<file path="src/speed_monitor_pkg.sv">
// Package with register map, field positions, reset values and timing counts
package speed_monitor_pkg;

  // Timing: parameters in milliseconds, clock period in nanoseconds
  localparam int CLK_PERIOD_NS = 100;
  localparam int TIME_UNIT_NS = 1000000;
  localparam int CYCLES_PER_UNIT = TIME_UNIT_NS / CLK_PERIOD_NS;

  // Register byte offsets
  localparam logic [7:0] CTRL_OFS = 8'h00;
  localparam logic [7:0] STATUS_OFS = 8'h04;
  localparam logic [7:0] IRQ_STATUS_OFS = 8'h08;
  localparam logic [7:0] IRQ_ENABLE_OFS = 8'h0C;
  localparam logic [7:0] IRQ_CLEAR_OFS = 8'h10;
  localparam logic [7:0] PARAM_BASE_OFS = 8'h40;

  // Parameter table: word index from the base
  localparam int NUM_PARAMS = 14;
  localparam int P_STOP_SPEED = 0;
  localparam int P_DETECT_DELAY = 1;
  localparam int P_LOW_THR = 2;
  localparam int P_LOW_HYST = 3;
  localparam int P_POS_DELAY = 4;
  localparam int P_NEG_DELAY = 5;
  localparam int P_LIMIT_SPEED0 = 6;
  localparam int P_DECEL_TIME0 = 10;
  localparam logic [15:0] PARAM_RST = 16'h0000;

  // Control register fields
  localparam int CTRL_BRAKE_EN = 0;
  localparam int CTRL_TRIP_CLR = 1;
  localparam logic [1:0] CTRL_RST = 2'h0;

  // Status register fields
  localparam int ST_TRIP = 0;
  localparam int ST_BELOW = 1;
  localparam int ST_LIMIT_MON = 2;
  localparam int ST_POS_MON = 3;
  localparam int ST_NEG_MON = 4;
  localparam int ST_BRAKE = 5;
  localparam int ST_SET_MON = 8;

  // Interrupt bits
  localparam int NUM_IRQ = 5;
  localparam int IRQ_TRIP = 0;
  localparam int IRQ_BELOW_FALL = 1;
  localparam int IRQ_BELOW_RISE = 2;
  localparam int IRQ_LIMIT_START = 3;
  localparam int IRQ_DIR_START = 4;
  localparam logic [4:0] IRQ_RST = 5'h00;

  // Number of limit sets
  localparam int NUM_SETS = 4;

  // Timer slots
  localparam int NUM_TIMERS = 10;
  localparam int T_DECEL0 = 0;
  localparam int T_POS = 4;
  localparam int T_NEG = 5;
  localparam int T_LIM_CMD = 6;
  localparam int T_LIM_FB = 7;
  localparam int T_DIR_CMD = 8;
  localparam int T_DIR_FB = 9;

endpackage

</file>
<file path="src/monitor_delay_timer.sv">
// Delay timer that reports when its run level has lasted a given cycle count
`timescale 1ns/1ns
module monitor_delay_timer (
  input wire logic clk,
  input wire logic rst_n,
  input wire logic run,
  input wire logic [31:0] limit,
  output logic done
);

  logic [31:0] cnt_q; // Cycles since run rose, saturating at limit

  // Count while running, restart whenever run drops
  always_ff @(posedge clk or negedge rst_n) begin
    if (!rst_n) begin
      cnt_q <= 32'h00000000;
    end else if (!run) begin
      cnt_q <= 32'h00000000;
    end else if (cnt_q < limit) begin
      cnt_q <= cnt_q + 32'h00000001;
    end
  end

  // Done once limit cycles of run have passed
  assign done = run && (cnt_q >= limit);

endmodule // monitor_delay_timer

</file>
<file path="src/safe_speed_direction_monitor.sv">
// Speed and direction safety monitor with APB registers and trip latch
// Notes on behaviour
// - Limit request low starts, high ends monitoring
// - Wait set deceleration time before comparing
// - Four sets of threshold and deceleration time
// - Several sets active: smallest threshold wins
// - Command over threshold trips after detect delay
// - Feedback over threshold continuously trips
// - Below output on when both speeds low
// - Below output off when either exceeds
// - Turn on again below threshold minus hysteresis
// - Brake released only while brake output on
// - Direction request low starts, high ends it
// - Positive request supervises increasing direction
// - Negative request supervises decreasing direction
// - Separate start delays per direction
// - Speed in supervised direction within stop speed
// - Command over stop speed trips after delay
// - Feedback over stop speed continuously trips
// - Request back high ends direction supervision
`timescale 1ns/1ns
module safe_speed_direction_monitor #(
  parameter int CYCLES_PER_UNIT = speed_monitor_pkg::CYCLES_PER_UNIT
) (
  input wire logic CORE_CLK,
  input wire logic RST_N,
  input wire logic PSEL,
  input wire logic PENABLE,
  input wire logic PWRITE,
  input wire logic [7:0] PADDR,
  input wire logic [31:0] PWDATA,
  output logic [31:0] PRDATA,
  output logic PREADY,
  output logic PSLVERR,
  input wire logic LIMITED_SPEED_REQUEST_N,
  input wire logic LIMIT_SET1_REQUEST_N,
  input wire logic LIMIT_SET2_REQUEST_N,
  input wire logic LIMIT_SET3_REQUEST_N,
  input wire logic LIMIT_SET4_REQUEST_N,
  input wire logic POSITIVE_DIR_REQUEST_N,
  input wire logic NEGATIVE_DIR_REQUEST_N,
  input wire logic signed [15:0] SPEED_CMD,
  input wire logic signed [15:0] SPEED_FB,
  output logic TORQUE_OFF_TRIP,
  output logic BELOW_SPEED_OUT,
  output logic BRAKE_RELEASE_OUT,
  output logic IRQ
);

  // Register state
  logic [15:0] param_q [speed_monitor_pkg::NUM_PARAMS]; // Speed and time settings
  logic brake_en_q; // Software brake release request
  logic trip_q; // Latched torque-off trip
  logic below_q; // Below-speed output state
  logic rearm_q; // Below output has gone off at least once
  logic [4:0] irq_status_q; // Sticky event bits
  logic [4:0] irq_enable_q; // Event enables
  logic [31:0] prdata_q; // Read data captured in setup
  logic lim_cmd_pend_q; // Limit command overspeed seen
  logic dir_cmd_pend_q; // Direction command overspeed seen
  logic lim_mon_q; // Previous limit monitoring level
  logic dir_mon_q; // Previous direction monitoring level

  // Decoded bus strobes
  logic setup_phase; // APB setup cycle
  logic wr_access; // Write takes effect at this edge
  logic addr_ok; // Address is mapped
  logic is_param; // Address hits the parameter table
  logic [3:0] param_idx; // Parameter word index
  logic trip_clr; // Write of the trip clear bit
  logic [4:0] irq_clr; // Write to the clear register

  // Monitor signals
  logic [3:0] set_act; // Limit sets requested
  logic [3:0] set_mon; // Limit sets past their deceleration time
  logic lim_mon; // Limit monitoring running
  logic [15:0] lim_thr; // Selected limit threshold
  logic [15:0] cmd_abs; // Absolute speed command
  logic [15:0] fb_abs; // Absolute speed feedback
  logic pos_mon; // Increasing direction supervised
  logic neg_mon; // Decreasing direction supervised
  logic dir_mon; // Any direction supervision
  logic lim_cmd_over; // Command above limit threshold
  logic lim_fb_over; // Feedback above limit threshold
  logic dir_cmd_over; // Command moving wrong way too fast
  logic dir_fb_over; // Feedback moving wrong way too fast
  logic below_exceed; // Either speed above low threshold
  logic below_rearm; // Both speeds under threshold less hysteresis
  logic trip_event; // Any monitor demands a trip
  logic below_d; // Next below-speed state
  logic [4:0] irq_event; // Events this cycle
  logic [speed_monitor_pkg::NUM_TIMERS-1:0] t_run; // Timer run levels
  logic [speed_monitor_pkg::NUM_TIMERS-1:0] t_done; // Timer expiry
  logic [15:0] t_time [speed_monitor_pkg::NUM_TIMERS]; // Timer times in units
  logic [31:0] unit_cycles; // Cycles per time unit

  assign unit_cycles = 32'(CYCLES_PER_UNIT);

  // APB decode, zero wait states
  assign setup_phase = PSEL && !PENABLE;
  assign wr_access = PSEL && PENABLE && PWRITE;
  assign is_param = (PADDR >= speed_monitor_pkg::PARAM_BASE_OFS) && (PADDR[1:0] == 2'h0)
    && (PADDR[5:2] < 4'(speed_monitor_pkg::NUM_PARAMS)) && !PADDR[7];
  assign param_idx = PADDR[5:2];
  assign addr_ok = is_param || (PADDR == speed_monitor_pkg::CTRL_OFS)
    || (PADDR == speed_monitor_pkg::STATUS_OFS) || (PADDR == speed_monitor_pkg::IRQ_STATUS_OFS)
    || (PADDR == speed_monitor_pkg::IRQ_ENABLE_OFS) || (PADDR == speed_monitor_pkg::IRQ_CLEAR_OFS);
  assign PREADY = 1'b1;
  assign PSLVERR = PSEL && PENABLE && !addr_ok;
  assign PRDATA = prdata_q;
  assign trip_clr = wr_access && (PADDR == speed_monitor_pkg::CTRL_OFS)
    && PWDATA[speed_monitor_pkg::CTRL_TRIP_CLR];
  assign irq_clr = (wr_access && (PADDR == speed_monitor_pkg::IRQ_CLEAR_OFS)) ? PWDATA[4:0] : 5'h00;

  // Parameter table writes
  always_ff @(posedge CORE_CLK or negedge RST_N) begin
    if (!RST_N) begin
      for (int i = 0; i < speed_monitor_pkg::NUM_PARAMS; i++) begin
        param_q[i] <= speed_monitor_pkg::PARAM_RST;
      end
    end else if (wr_access && is_param) begin
      param_q[param_idx] <= PWDATA[15:0];
    end
  end

  // Control and interrupt enable writes
  always_ff @(posedge CORE_CLK or negedge RST_N) begin
    if (!RST_N) begin
      brake_en_q <= speed_monitor_pkg::CTRL_RST[speed_monitor_pkg::CTRL_BRAKE_EN];
      irq_enable_q <= speed_monitor_pkg::IRQ_RST;
    end else if (wr_access) begin
      if (PADDR == speed_monitor_pkg::CTRL_OFS) begin
        brake_en_q <= PWDATA[speed_monitor_pkg::CTRL_BRAKE_EN];
      end
      if (PADDR == speed_monitor_pkg::IRQ_ENABLE_OFS) begin
        irq_enable_q <= PWDATA[4:0];
      end
    end
  end

  // Read data captured in the setup cycle
  always_ff @(posedge CORE_CLK or negedge RST_N) begin
    if (!RST_N) begin
      prdata_q <= 32'h00000000;
    end else if (setup_phase) begin
      prdata_q <= 32'h00000000;
      if (is_param) begin
        prdata_q <= {16'h0000, param_q[param_idx]};
      end else if (PADDR == speed_monitor_pkg::CTRL_OFS) begin
        prdata_q <= {31'h00000000, brake_en_q};
      end else if (PADDR == speed_monitor_pkg::STATUS_OFS) begin
        prdata_q <= {20'h00000, set_mon, 2'h0, BRAKE_RELEASE_OUT, neg_mon, pos_mon,
          lim_mon, below_q, trip_q};
      end else if (PADDR == speed_monitor_pkg::IRQ_STATUS_OFS) begin
        prdata_q <= {27'h0000000, irq_status_q};
      end else if (PADDR == speed_monitor_pkg::IRQ_ENABLE_OFS) begin
        prdata_q <= {27'h0000000, irq_enable_q};
      end
    end
  end

  // Limit set requests; the general request also selects set one
  assign set_act[0] = !LIMIT_SET1_REQUEST_N || !LIMITED_SPEED_REQUEST_N;
  assign set_act[1] = !LIMIT_SET2_REQUEST_N;
  assign set_act[2] = !LIMIT_SET3_REQUEST_N;
  assign set_act[3] = !LIMIT_SET4_REQUEST_N;

  // Direction requests
  assign pos_mon = t_done[speed_monitor_pkg::T_POS];
  assign neg_mon = t_done[speed_monitor_pkg::T_NEG];
  assign dir_mon = pos_mon || neg_mon;

  // Timer run levels and times
  always_comb begin
    for (int i = 0; i < speed_monitor_pkg::NUM_SETS; i++) begin
      t_run[speed_monitor_pkg::T_DECEL0 + i] = set_act[i];
      t_time[speed_monitor_pkg::T_DECEL0 + i] = param_q[speed_monitor_pkg::P_DECEL_TIME0 + i];
    end
    t_run[speed_monitor_pkg::T_POS] = !POSITIVE_DIR_REQUEST_N;
    t_time[speed_monitor_pkg::T_POS] = param_q[speed_monitor_pkg::P_POS_DELAY];
    t_run[speed_monitor_pkg::T_NEG] = !NEGATIVE_DIR_REQUEST_N;
    t_time[speed_monitor_pkg::T_NEG] = param_q[speed_monitor_pkg::P_NEG_DELAY];
    t_run[speed_monitor_pkg::T_LIM_CMD] = lim_cmd_pend_q;
    t_run[speed_monitor_pkg::T_LIM_FB] = lim_mon && lim_fb_over;
    t_run[speed_monitor_pkg::T_DIR_CMD] = dir_cmd_pend_q;
    t_run[speed_monitor_pkg::T_DIR_FB] = dir_mon && dir_fb_over;
    for (int i = speed_monitor_pkg::T_LIM_CMD; i < speed_monitor_pkg::NUM_TIMERS; i++) begin
      t_time[i] = param_q[speed_monitor_pkg::P_DETECT_DELAY];
    end
  end

  // One delay timer per slot, times scaled to cycles
  genvar g;
  generate
    for (g = 0; g < speed_monitor_pkg::NUM_TIMERS; g++) begin : g_timer
      monitor_delay_timer u_timer (
        .clk(CORE_CLK),
        .rst_n(RST_N),
        .run(t_run[g]),
        .limit(32'({16'h0000, t_time[g]} * unit_cycles)),
        .done(t_done[g])
      );
    end
  endgenerate

  assign set_mon = t_done[speed_monitor_pkg::T_DECEL0 +: 4];
  assign lim_mon = |set_mon;

  // Smallest threshold among monitoring sets
  always_comb begin
    lim_thr = 16'hFFFF;
    for (int i = 0; i < speed_monitor_pkg::NUM_SETS; i++) begin
      if (set_mon[i] && (param_q[speed_monitor_pkg::P_LIMIT_SPEED0 + i] < lim_thr)) begin
        lim_thr = param_q[speed_monitor_pkg::P_LIMIT_SPEED0 + i];
      end
    end
  end

  // Absolute speeds
  assign cmd_abs = SPEED_CMD[15] ? 16'(-SPEED_CMD) : 16'(SPEED_CMD);
  assign fb_abs = SPEED_FB[15] ? 16'(-SPEED_FB) : 16'(SPEED_FB);

  // Limit comparisons
  assign lim_cmd_over = cmd_abs > lim_thr;
  assign lim_fb_over = fb_abs > lim_thr;

  // Direction comparisons against the stop speed
  assign dir_cmd_over = (pos_mon && (SPEED_CMD > 0)
    && (16'(SPEED_CMD) > param_q[speed_monitor_pkg::P_STOP_SPEED]))
    || (neg_mon && (SPEED_CMD < 0) && (cmd_abs > param_q[speed_monitor_pkg::P_STOP_SPEED]));
  assign dir_fb_over = (pos_mon && (SPEED_FB > 0)
    && (16'(SPEED_FB) > param_q[speed_monitor_pkg::P_STOP_SPEED]))
    || (neg_mon && (SPEED_FB < 0) && (fb_abs > param_q[speed_monitor_pkg::P_STOP_SPEED]));

  // Command overspeed stays pending until its monitoring ends
  always_ff @(posedge CORE_CLK or negedge RST_N) begin
    if (!RST_N) begin
      lim_cmd_pend_q <= 1'b0;
      dir_cmd_pend_q <= 1'b0;
    end else begin
      lim_cmd_pend_q <= lim_mon && (lim_cmd_pend_q || lim_cmd_over);
      dir_cmd_pend_q <= dir_mon && (dir_cmd_pend_q || dir_cmd_over);
    end
  end

  // Any expired detection delay trips
  assign trip_event = t_done[speed_monitor_pkg::T_LIM_CMD] || t_done[speed_monitor_pkg::T_LIM_FB]
    || t_done[speed_monitor_pkg::T_DIR_CMD] || t_done[speed_monitor_pkg::T_DIR_FB];

  // Trip latch; a new trip wins over a clear
  always_ff @(posedge CORE_CLK or negedge RST_N) begin
    if (!RST_N) begin
      trip_q <= 1'b0;
    end else if (trip_event) begin
      trip_q <= 1'b1;
    end else if (trip_clr) begin
      trip_q <= 1'b0;
    end
  end

  // Below-speed hysteresis
  assign below_exceed = (cmd_abs > param_q[speed_monitor_pkg::P_LOW_THR])
    || (fb_abs > param_q[speed_monitor_pkg::P_LOW_THR]);
  assign below_rearm = ({1'b0, cmd_abs} + {1'b0, param_q[speed_monitor_pkg::P_LOW_HYST]}
    < {1'b0, param_q[speed_monitor_pkg::P_LOW_THR]})
    && ({1'b0, fb_abs} + {1'b0, param_q[speed_monitor_pkg::P_LOW_HYST]}
    < {1'b0, param_q[speed_monitor_pkg::P_LOW_THR]});

  always_comb begin
    below_d = below_q;
    if (below_exceed) begin
      below_d = 1'b0;
    end else if (!rearm_q) begin
      below_d = 1'b1;
    end else if (below_rearm) begin
      below_d = 1'b1;
    end
  end

  // Below-speed state
  always_ff @(posedge CORE_CLK or negedge RST_N) begin
    if (!RST_N) begin
      below_q <= 1'b0;
      rearm_q <= 1'b0;
    end else begin
      below_q <= below_d;
      if (below_q && !below_d) begin
        rearm_q <= 1'b1;
      end
    end
  end

  // Edge history for events
  always_ff @(posedge CORE_CLK or negedge RST_N) begin
    if (!RST_N) begin
      lim_mon_q <= 1'b0;
      dir_mon_q <= 1'b0;
    end else begin
      lim_mon_q <= lim_mon;
      dir_mon_q <= dir_mon;
    end
  end

  assign irq_event = {dir_mon && !dir_mon_q, lim_mon && !lim_mon_q, !below_q && below_d,
    below_q && !below_d, trip_event && !trip_q};

  // Sticky interrupt status; set beats clear
  always_ff @(posedge CORE_CLK or negedge RST_N) begin
    if (!RST_N) begin
      irq_status_q <= speed_monitor_pkg::IRQ_RST;
    end else begin
      irq_status_q <= (irq_status_q & ~irq_clr) | irq_event;
    end
  end

  // Outputs
  assign TORQUE_OFF_TRIP = trip_q;
  assign BELOW_SPEED_OUT = below_q;
  assign BRAKE_RELEASE_OUT = brake_en_q && !trip_q;
  assign IRQ = |(irq_status_q & irq_enable_q);
endmodule // safe_speed_direction_monitor

</file>
<file path="config.mk">
export PLATFORM = sky130hd
export DESIGN_NAME = safe_speed_direction_monitor
export DESIGN_NICKNAME = d
export VERILOG_FILES = /design/src/speed_monitor_pkg.sv /design/src/monitor_delay_timer.sv /design/src/safe_speed_direction_monitor.sv
export SDC_FILE = /design/constraint.sdc
export NUM_CORES = 2
export LEC_CHECK = 0
export BUFFER_PORTS_ARGS = -buffer_cell sky130_fd_sc_hd__buf_4
export CAP_MARGIN = 5
export CORE_UTILIZATION = 50
export CTS_BUF_LIST = sky130_fd_sc_hd__clkbuf_8
export DETAILED_ROUTE_END_ITERATION = 7
export HOLD_SLACK_MARGIN = 0.05
export PLACE_DENSITY_LB_ADDON = 0.12
export SLEW_MARGIN = 5
export SYNTH_ARGS = -nofsm -noshare
export SYNTH_HDL_FRONTEND = slang
export SYNTH_SLANG_ARGS = --single-unit
</file>
<file path="constraint.sdc">
create_clock -name CORE_CLK -period 16.9 [get_ports CORE_CLK]
set_clock_uncertainty 0.1 [all_clocks]
set_input_delay 3.38 -clock CORE_CLK [delete_from_list [all_inputs] [get_ports CORE_CLK]]
set_output_delay 3.38 -clock CORE_CLK [all_outputs]
set_load 0.005 [all_outputs]
</file>
### Yosys cells after proc, flatten, opt, wreduce, memory -nomap -nowiden

Cells that the tools add are included.

| storage, ports and cells | value |
|---|---|
| flip-flop bits (word level) | 594 |
| input bits | 84 |
| output and inout port bits | 38 |
| word-level logic and storage cells | 242 |

| cells by class | value |
|---|---|
| $add $sub $neg | 14 |
| multiply operators | 7 |
| magnitude comparators | 42 |
| eq/ne operators | 9 |
| mux-type cells | 43 |
| bitwise gates (word level) | 5 |
| reduce and logical (&&, ||, !) cells | 87 |

Operators by type and width:

| kind | count |
|---|---|
| 32-bit 2-to-1 mux | 20 |
| 32-bit by 1-bit adder with 32-bit output, second input constant | 10 |
| 32-bit by 30-bit >= comparator with 1-bit output | 10 |
| 32-bit by 30-bit less-than comparator with 1-bit output | 10 |
| 224-bit bitwise mux | 1 |
| 16-bit by 10-bit multiplier with 26-bit output, second input constant | 7 |
| 16-bit 2-to-1 mux | 10 |
| 16-bit greater-than comparator | 8 |
| 16-bit binary-select mux with 4-bit select | 1 |
| 16-bit demux with 4-bit select | 1 |
| 16-bit less-than comparator | 3 |
| 1-bit logical AND | 45 |
| 16-bit by 16-bit adder with 17-bit output | 2 |
| 17-bit by 16-bit less-than comparator with 1-bit output | 2 |
| 16-bit by 1-bit greater-than comparator with 1-bit output, second input constant | 2 |
| 16-bit by 1-bit less-than comparator with 1-bit output, second input constant | 2 |
| 16-bit negation | 2 |
| 12-bit 2-to-1 mux | 2 |
| 8-bit by 4-bit == test with 1-bit output, second input constant | 2 |
| 16-bit less-than comparator, second input constant | 1 |
| 1-bit zero test | 15 |
| 1-bit logical OR | 15 |
| 5-bit 2-to-1 mux | 3 |
| 2-bit nonzero test | 6 |
| 18 further kinds | 27 |

### Depth between registers and ports, before layout

| logic depth | value |
|---|---|
| depth in word-level cells | 22 |
| mapped depth | 84 |
| gate-level depth less buffers | 77 |

### Hierarchy

From an unflattened synthesis, not the netlist that was laid out.

| unflattened totals | value |
|---|---|
| cell total of the unflattened synthesis | 7101 |
| area total of the unflattened synthesis | 63354.5 µm² |

Modules (own cells, without submodules):

| module | times used | cells an instance | area an instance (µm²) | sequential area each (µm²) |
|---|---|---|---|---|
| safe_speed_direction_monitor | 1 | 3811 | 36115.9 | 6456.2 |
| monitor_delay_timer | 10 | 329 | 2723.9 | 800.8 |

### Worst setup path before layout

No wires, ideal clock.

| timing | value |
|---|---|
| kind | register to register |
| from | reg param_q[52] (netlist bit) |
| to | reg g_timer[7].u_timer.cnt_q[30] |
| setup time | 0.119 ns |
| arrival time | 14.266 ns |
| required time | 16.681 ns |
| slack | 2.414 ns |
| cell stages (with the launch flop) | 82 |
| path buffers | 7 |
| period minus slack after synthesis | 14.486 ns |
| cells stage by stage | dfrtp_1 > inv_1 > fa_1 > inv_1 > ha_1 > inv_1 > fa_1 > inv_1 > ha_1 > inv_1 > fa_1 > inv_1 > ha_1 > o21ai_0 > a21boi_0 > o21ai_0 > a21boi_0 > o211ai_1 > (+46 left out) > buf_2 > buf_6 > mux2_4 > ha_1 > a21oi_1 > nor2b_1 > o21ai_0 > nand2b_1 > a21oi_1 > nor2b_1 > o21ai_0 > nand2b_1 > a21oi_1 > nand3b_1 > o21a_1 > o22ai_4 > buf_4 > nor2_1 |

| between the ends | value |
|---|---|
| cells in the longest elaborated chain, start to end | 17 |
| elaborated cells on any way between the ends | 19 |
| classes of those cells | mul: 1; order compare: 5; eq/ne: 1; mux: 5; reduce/logical: 7 |

Ends and longest elaborated chain:

| element | RTL line | text |
|---|---|---|
| start: declaration | safe_speed_direction_monitor.sv:51 | `logic [15:0] param_q [speed_monitor_pkg::NUM_PARAMS];` |
| start signal: indexed assignment | safe_speed_direction_monitor.sv:119 | `param_q[i] <= speed_monitor_pkg::PARAM_RST;` |
| start signal: indexed assignment | safe_speed_direction_monitor.sv:122 | `param_q[param_idx] <= PWDATA[15:0];` |
| 16-bit by 10-bit multiplier with 26-bit output (*) | safe_speed_direction_monitor.sv:200 | `.limit(32'({16'h0000, t_time[g]} * unit_cycles)),` |
| 32-bit by 30-bit >= comparator with 1-bit output (*) | monitor_delay_timer.sv:25 | `assign done = run && (cnt_q >= limit);` |
| 1-bit logical AND (*) | monitor_delay_timer.sv:25 |  |
| 1-bit logical AND | safe_speed_direction_monitor.sv:213 | `if (set_mon[i] && (param_q[speed_monitor_pkg::P_LIMIT_SPEED0 + i] < lim_thr)) begin` |
| 16-bit 2-to-1 mux | safe_speed_direction_monitor.sv:213 |  |
| 16-bit less-than comparator | safe_speed_direction_monitor.sv:213 |  |
| 1-bit logical AND | safe_speed_direction_monitor.sv:213 |  |
| 16-bit 2-to-1 mux | safe_speed_direction_monitor.sv:213 |  |
| 16-bit less-than comparator | safe_speed_direction_monitor.sv:213 |  |
| 1-bit logical AND | safe_speed_direction_monitor.sv:213 |  |
| 16-bit 2-to-1 mux | safe_speed_direction_monitor.sv:213 |  |
| 16-bit less-than comparator | safe_speed_direction_monitor.sv:213 |  |
| 1-bit logical AND | safe_speed_direction_monitor.sv:213 |  |
| 16-bit 2-to-1 mux | safe_speed_direction_monitor.sv:213 |  |
| 16-bit greater-than comparator | safe_speed_direction_monitor.sv:225 | `assign lim_fb_over = fb_abs > lim_thr;` |
| 1-bit logical AND (*) | safe_speed_direction_monitor.sv:184 | `t_run[speed_monitor_pkg::T_LIM_FB] = lim_mon && lim_fb_over;` |
| 2-bit inequality test (no line) or 32-bit 2-to-1 mux (tied branches) | - |  |
| end signal: assignment | monitor_delay_timer.sv:20 | `cnt_q <= cnt_q + 32'h00000001;` |
| end: declaration | monitor_delay_timer.sv:11 | `logic [31:0] cnt_q;` |

Mark *: on every way between the ends. The rest lies on a longest branch, timed or not.
A chain may end at the register's enable or synchronous reset.

### Worst setup path in the final report

| timing | value |
|---|---|
| from | reg param_q[53] (netlist bit) |
| to | reg g_timer[7].u_timer.cnt_q[22] |

Same word-level chain as after synthesis.

==> qor.csv <==
stage,metric,value,unit
status,outcome,finished with violations,
status,failed_checks,DRC,
die,die-area,116000,µm²
cells_and_area,layout-drive-gt1-share,0.0917,
placement,dpl-instance-area,60100,µm²
cells_and_area,final_nets,7724,
placement,gp_congestion,0.958,
placement,placed_cells,7795,
worst_setup_path,critPathTopFamily,compound AO/OA/AOI/OAI gates,
power_and_ir_drop,power.leakage,32.9,nW
cells_and_area,final_area,62600,µm²
logic_synthesis,syn_area,57500,µm²
die,initial_core_util,0.504,
routing,first_pass_iters,7,
routing,drt_iter0_drc,2693,
cells_and_area,multi_input_area,39000,µm²
timing,finalCritPeriodShare,0.931,
timing,slew_violations,0,
placement,place_ws,635,ps
run,maxCapViolations,0,
cts,cts_max_path_buffers,3,
logic_synthesis,syn_inst,6260,
worst_setup_path,crit_path_end_kind,flip-flop,
timing,fin_hold_ws,340,ps
cts,numCtsBuffers,113,
timing,setup_violations,0,
worst_setup_path,crit_type,flip-flop to flip-flop,
die,fp.dieH,341,µm
cells_and_area,seq_area,14500,µm²
logic_synthesis,yosysWarnings,0,
cts,root_buffer,clkbuf_8,
global_routing,grt-ovfl-total,0,
routing,viasPerCell,5.56,
timing,setup_ws,1160,ps
cts,clk_latency,830,ps
logic_synthesis,ys_ff_latch,578,
power_and_ir_drop,ir_worst_vdd,0.0561,mV
worst_setup_path,cp_max_fo,32,
timing,relSlewSlack,0.143,
cells_and_area,fillers,10562,
logic_synthesis,synthDistinctLibCells,94,
cts,cts_hold_buffers,0,
logic_synthesis,synth_seq_area_share,0.251,
global_routing,track_usage,0.269,
global_routing,grt_pass1_vias,44242,
timing,fmax,0.0635,GHz
global_routing,antenna_found_initial,18,
timing,grt_setup_unrepaired,no,
worst_setup_path,start_kind,flip-flop,
logic_synthesis,ys_async_sr_fraction,1.00,
logic_synthesis,postSynthAreaPerCell,9.19,µm²
global_routing,grt_max_degree,171,
die,core,114000,µm²
cts,cts.clk_slew.worst_paths,60,ps
logic_synthesis,synthFlopType,dfrtp_1,
cells_and_area,instances_no_fill,8006,
routing,detail-route-antenna-nets,0,
power_and_ir_drop,power.density_cell_area,71.8,nW/µm²
cts,cts-htree-levels,3,
worst_setup_path,crit_required,17500,ps
timing,fin_crit,15740,ps
placement,dp_hpwl,118,mm
timing,hold_viol,0,
cts,cts_tree,built,
timing,worstMarginPinSlew,1270,ps
routing,drc,2,
routing,wirelength,153,mm
global_routing,grt_pass1_wl,246,mm
logic_synthesis,synth_enable_flop_cells,0,
placement,port_buffers,88,
timing,setup_tns,0,ps
cts,clock-sinks,578,
worst_setup_path,cp_slowest_cell,fa_1,
die,row_count,124,
min_path,hp-class,flip-flop to flip-flop,
worst_setup_path,critical-path-max-stage-delay,530,ps
die,die_w,341,µm
worst_setup_path,critPathBufInv,13,
routing,vias,44501,
cells_and_area,syn_to_final_growth,8.84,%
worst_setup_path,arrival,16340,ps
die,boundaryPins,122,
routing,wl_per_cell,19.1,µm
## through the flow
stage	utilization	total power (W)
floorplan	-	0.00256
global placement	0.526	0.00294
detailed placement	0.526	0.00296
CTS	0.548	0.00455
global route	0.548	0.00483
finish	0.548	0.00450
## worst reg2reg max path: cells and delay by family, from the launching register on
family	cells	cell delay, ps
DFF	1	440
buffers and inverters	13	1580
AOI/OAI and AO/OA	30	5550
xor gates and xnor gates	1	100
muxes	2	630
adders and majority gates	11	3820
and+or+nand+nor	21	3370
## final cells by class
cell class / instances / share of cell area
clock buffer: 140 / 0.0308
tap: 1512 / 0.0302
sequential: 578 / 0.231
inverter: 958 / 0.0574
multi-input combinational: 4598 / 0.623
clock inverter: 68 / 0.00859
antenna: 3 / 0.000120
timing repair buffer: 149 / 0.0188
## cell usage in the layout (no fill, tap or decap), types with 66 or more instances in the layout
cell	Yosys	final
inv_1	958	996
nand2b_1	66	66
fa_1	247	247
mux2_2	155	155
nand3_1	167	167
o21ai_0	286	285
nor2b_1	80	79
ha_1	995	995
a21o_1	130	130
nor3_1	93	90
xor2_1	223	223
dfrtp_1	578	575
a21oi_1	269	264
nand2_1	401	400
nor2_1	482	478
nand4_1	125	125
clkbuf_8	0	140
xnor2_1	204	204
and3_1	71	71
buf_4	20	144
## logic make-up (layout without fill, tap and decap cells)
family | count (synthesis) | after routing | synth area share
multiplexers | 271 | 271 | 0.0620
other | 2 | 20 | 0.000131
buffers and inverters | 1099 | 1315 | 0.0733
AND/OR/NAND/NOR | 1699 | 1699 | 0.143
adder cells (fa/ha/maj) | 1244 | 1244 | 0.303
flip-flops | 578 | 578 | 0.251
AO/OA/AOI/OAI | 940 | 940 | 0.102
XOR/XNOR | 427 | 427 | 0.0650
## report_power, final
part           switching (W)  internal (W)
logic               0.000864      0.000626
clock network       0.000683      0.000871
registers          0.0000427       0.00141
## registers in the layout, summed over array words and instances, names as in the netlist
register               flops
g_timer.u_timer.cnt_q    320
param_q                  224
irq_status_q               5
dir_mon_q                  1
irq_enable_q               5
lim_cmd_pend_q             1
dir_cmd_pend_q             1
TORQUE_OFF_TRIP            1
PRDATA                    16
brake_en_q                 1
lim_mon_q                  1
rearm_q                    1
BELOW_SPEED_OUT            1
## repair_timing
item / CTS / global route
setup buffers: 0 / 0
endpoints found under the setup margin: 0 / 35
gates resized for setup: 0 / 19
## synthesized netlist by cell type (28+ instances only)
cell / instances / area, µm²
and2_1: 52 / 325
mux4_2: 49 / 1100
nor4_1: 32 / 200
dfrtp_1: 578 / 14500
nor2_1: 482 / 1810
nand2b_1: 66 / 413
nand3_1: 167 / 836
clkbuf_1: 104 / 390
a21o_1: 130 / 976
and3_1: 71 / 444
fa_1: 247 / 4940
xor2_1: 223 / 1950
or3_1: 47 / 294
a21oi_1: 269 / 1350
o21ai_0: 286 / 1430
a31oi_1: 28 / 175
xnor2_1: 204 / 1790
nand4_1: 125 / 782
mux2i_1: 57 / 571
nor3_1: 93 / 465
nand2_1: 401 / 1510
mux2_2: 155 / 1750
nor2b_1: 80 / 500
ha_1: 995 / 12400
inv_1: 958 / 3600
## routing by layer
layer / share of wire / vias up / track usage
met1: 0.46 / 21548 / 0.377
li1: - / 21627 / -
met3: 0.071 / 269 / 0.0584
met5: 0.0011 / - / 0
met4: 0.028 / 24 / 0.0759
met2: 0.44 / 1033 / 0.418
## worst paths after layout
check | from | endpoint | slack (ps) | cells after the start
hold reg to reg | dir_mon_q$_DFF_PN0_ | irq_status_q[4]$_DFF_PN0_ | 340 | 1
max in group asynchronous | RST_N | g_timer[2].u_timer.cnt_q[28]$_DFFE_PN0P_ | 12010 | 3
setup / recovery | param_q[53]$_DFFE_PN0P_ | g_timer[7].u_timer.cnt_q[22]$_DFFE_PN0P_ | 1160 | 78
setup reg to reg | param_q[53]$_DFFE_PN0P_ | g_timer[7].u_timer.cnt_q[22]$_DFFE_PN0P_ | 1160 | 78
hold / removal | dir_mon_q$_DFF_PN0_ | irq_status_q[4]$_DFF_PN0_ | 340 | 1
min in group asynchronous | RST_N | g_timer[8].u_timer.cnt_q[24]$_DFFE_PN0P_ | 2460 | 1
(Power assumes the default switching activity.)
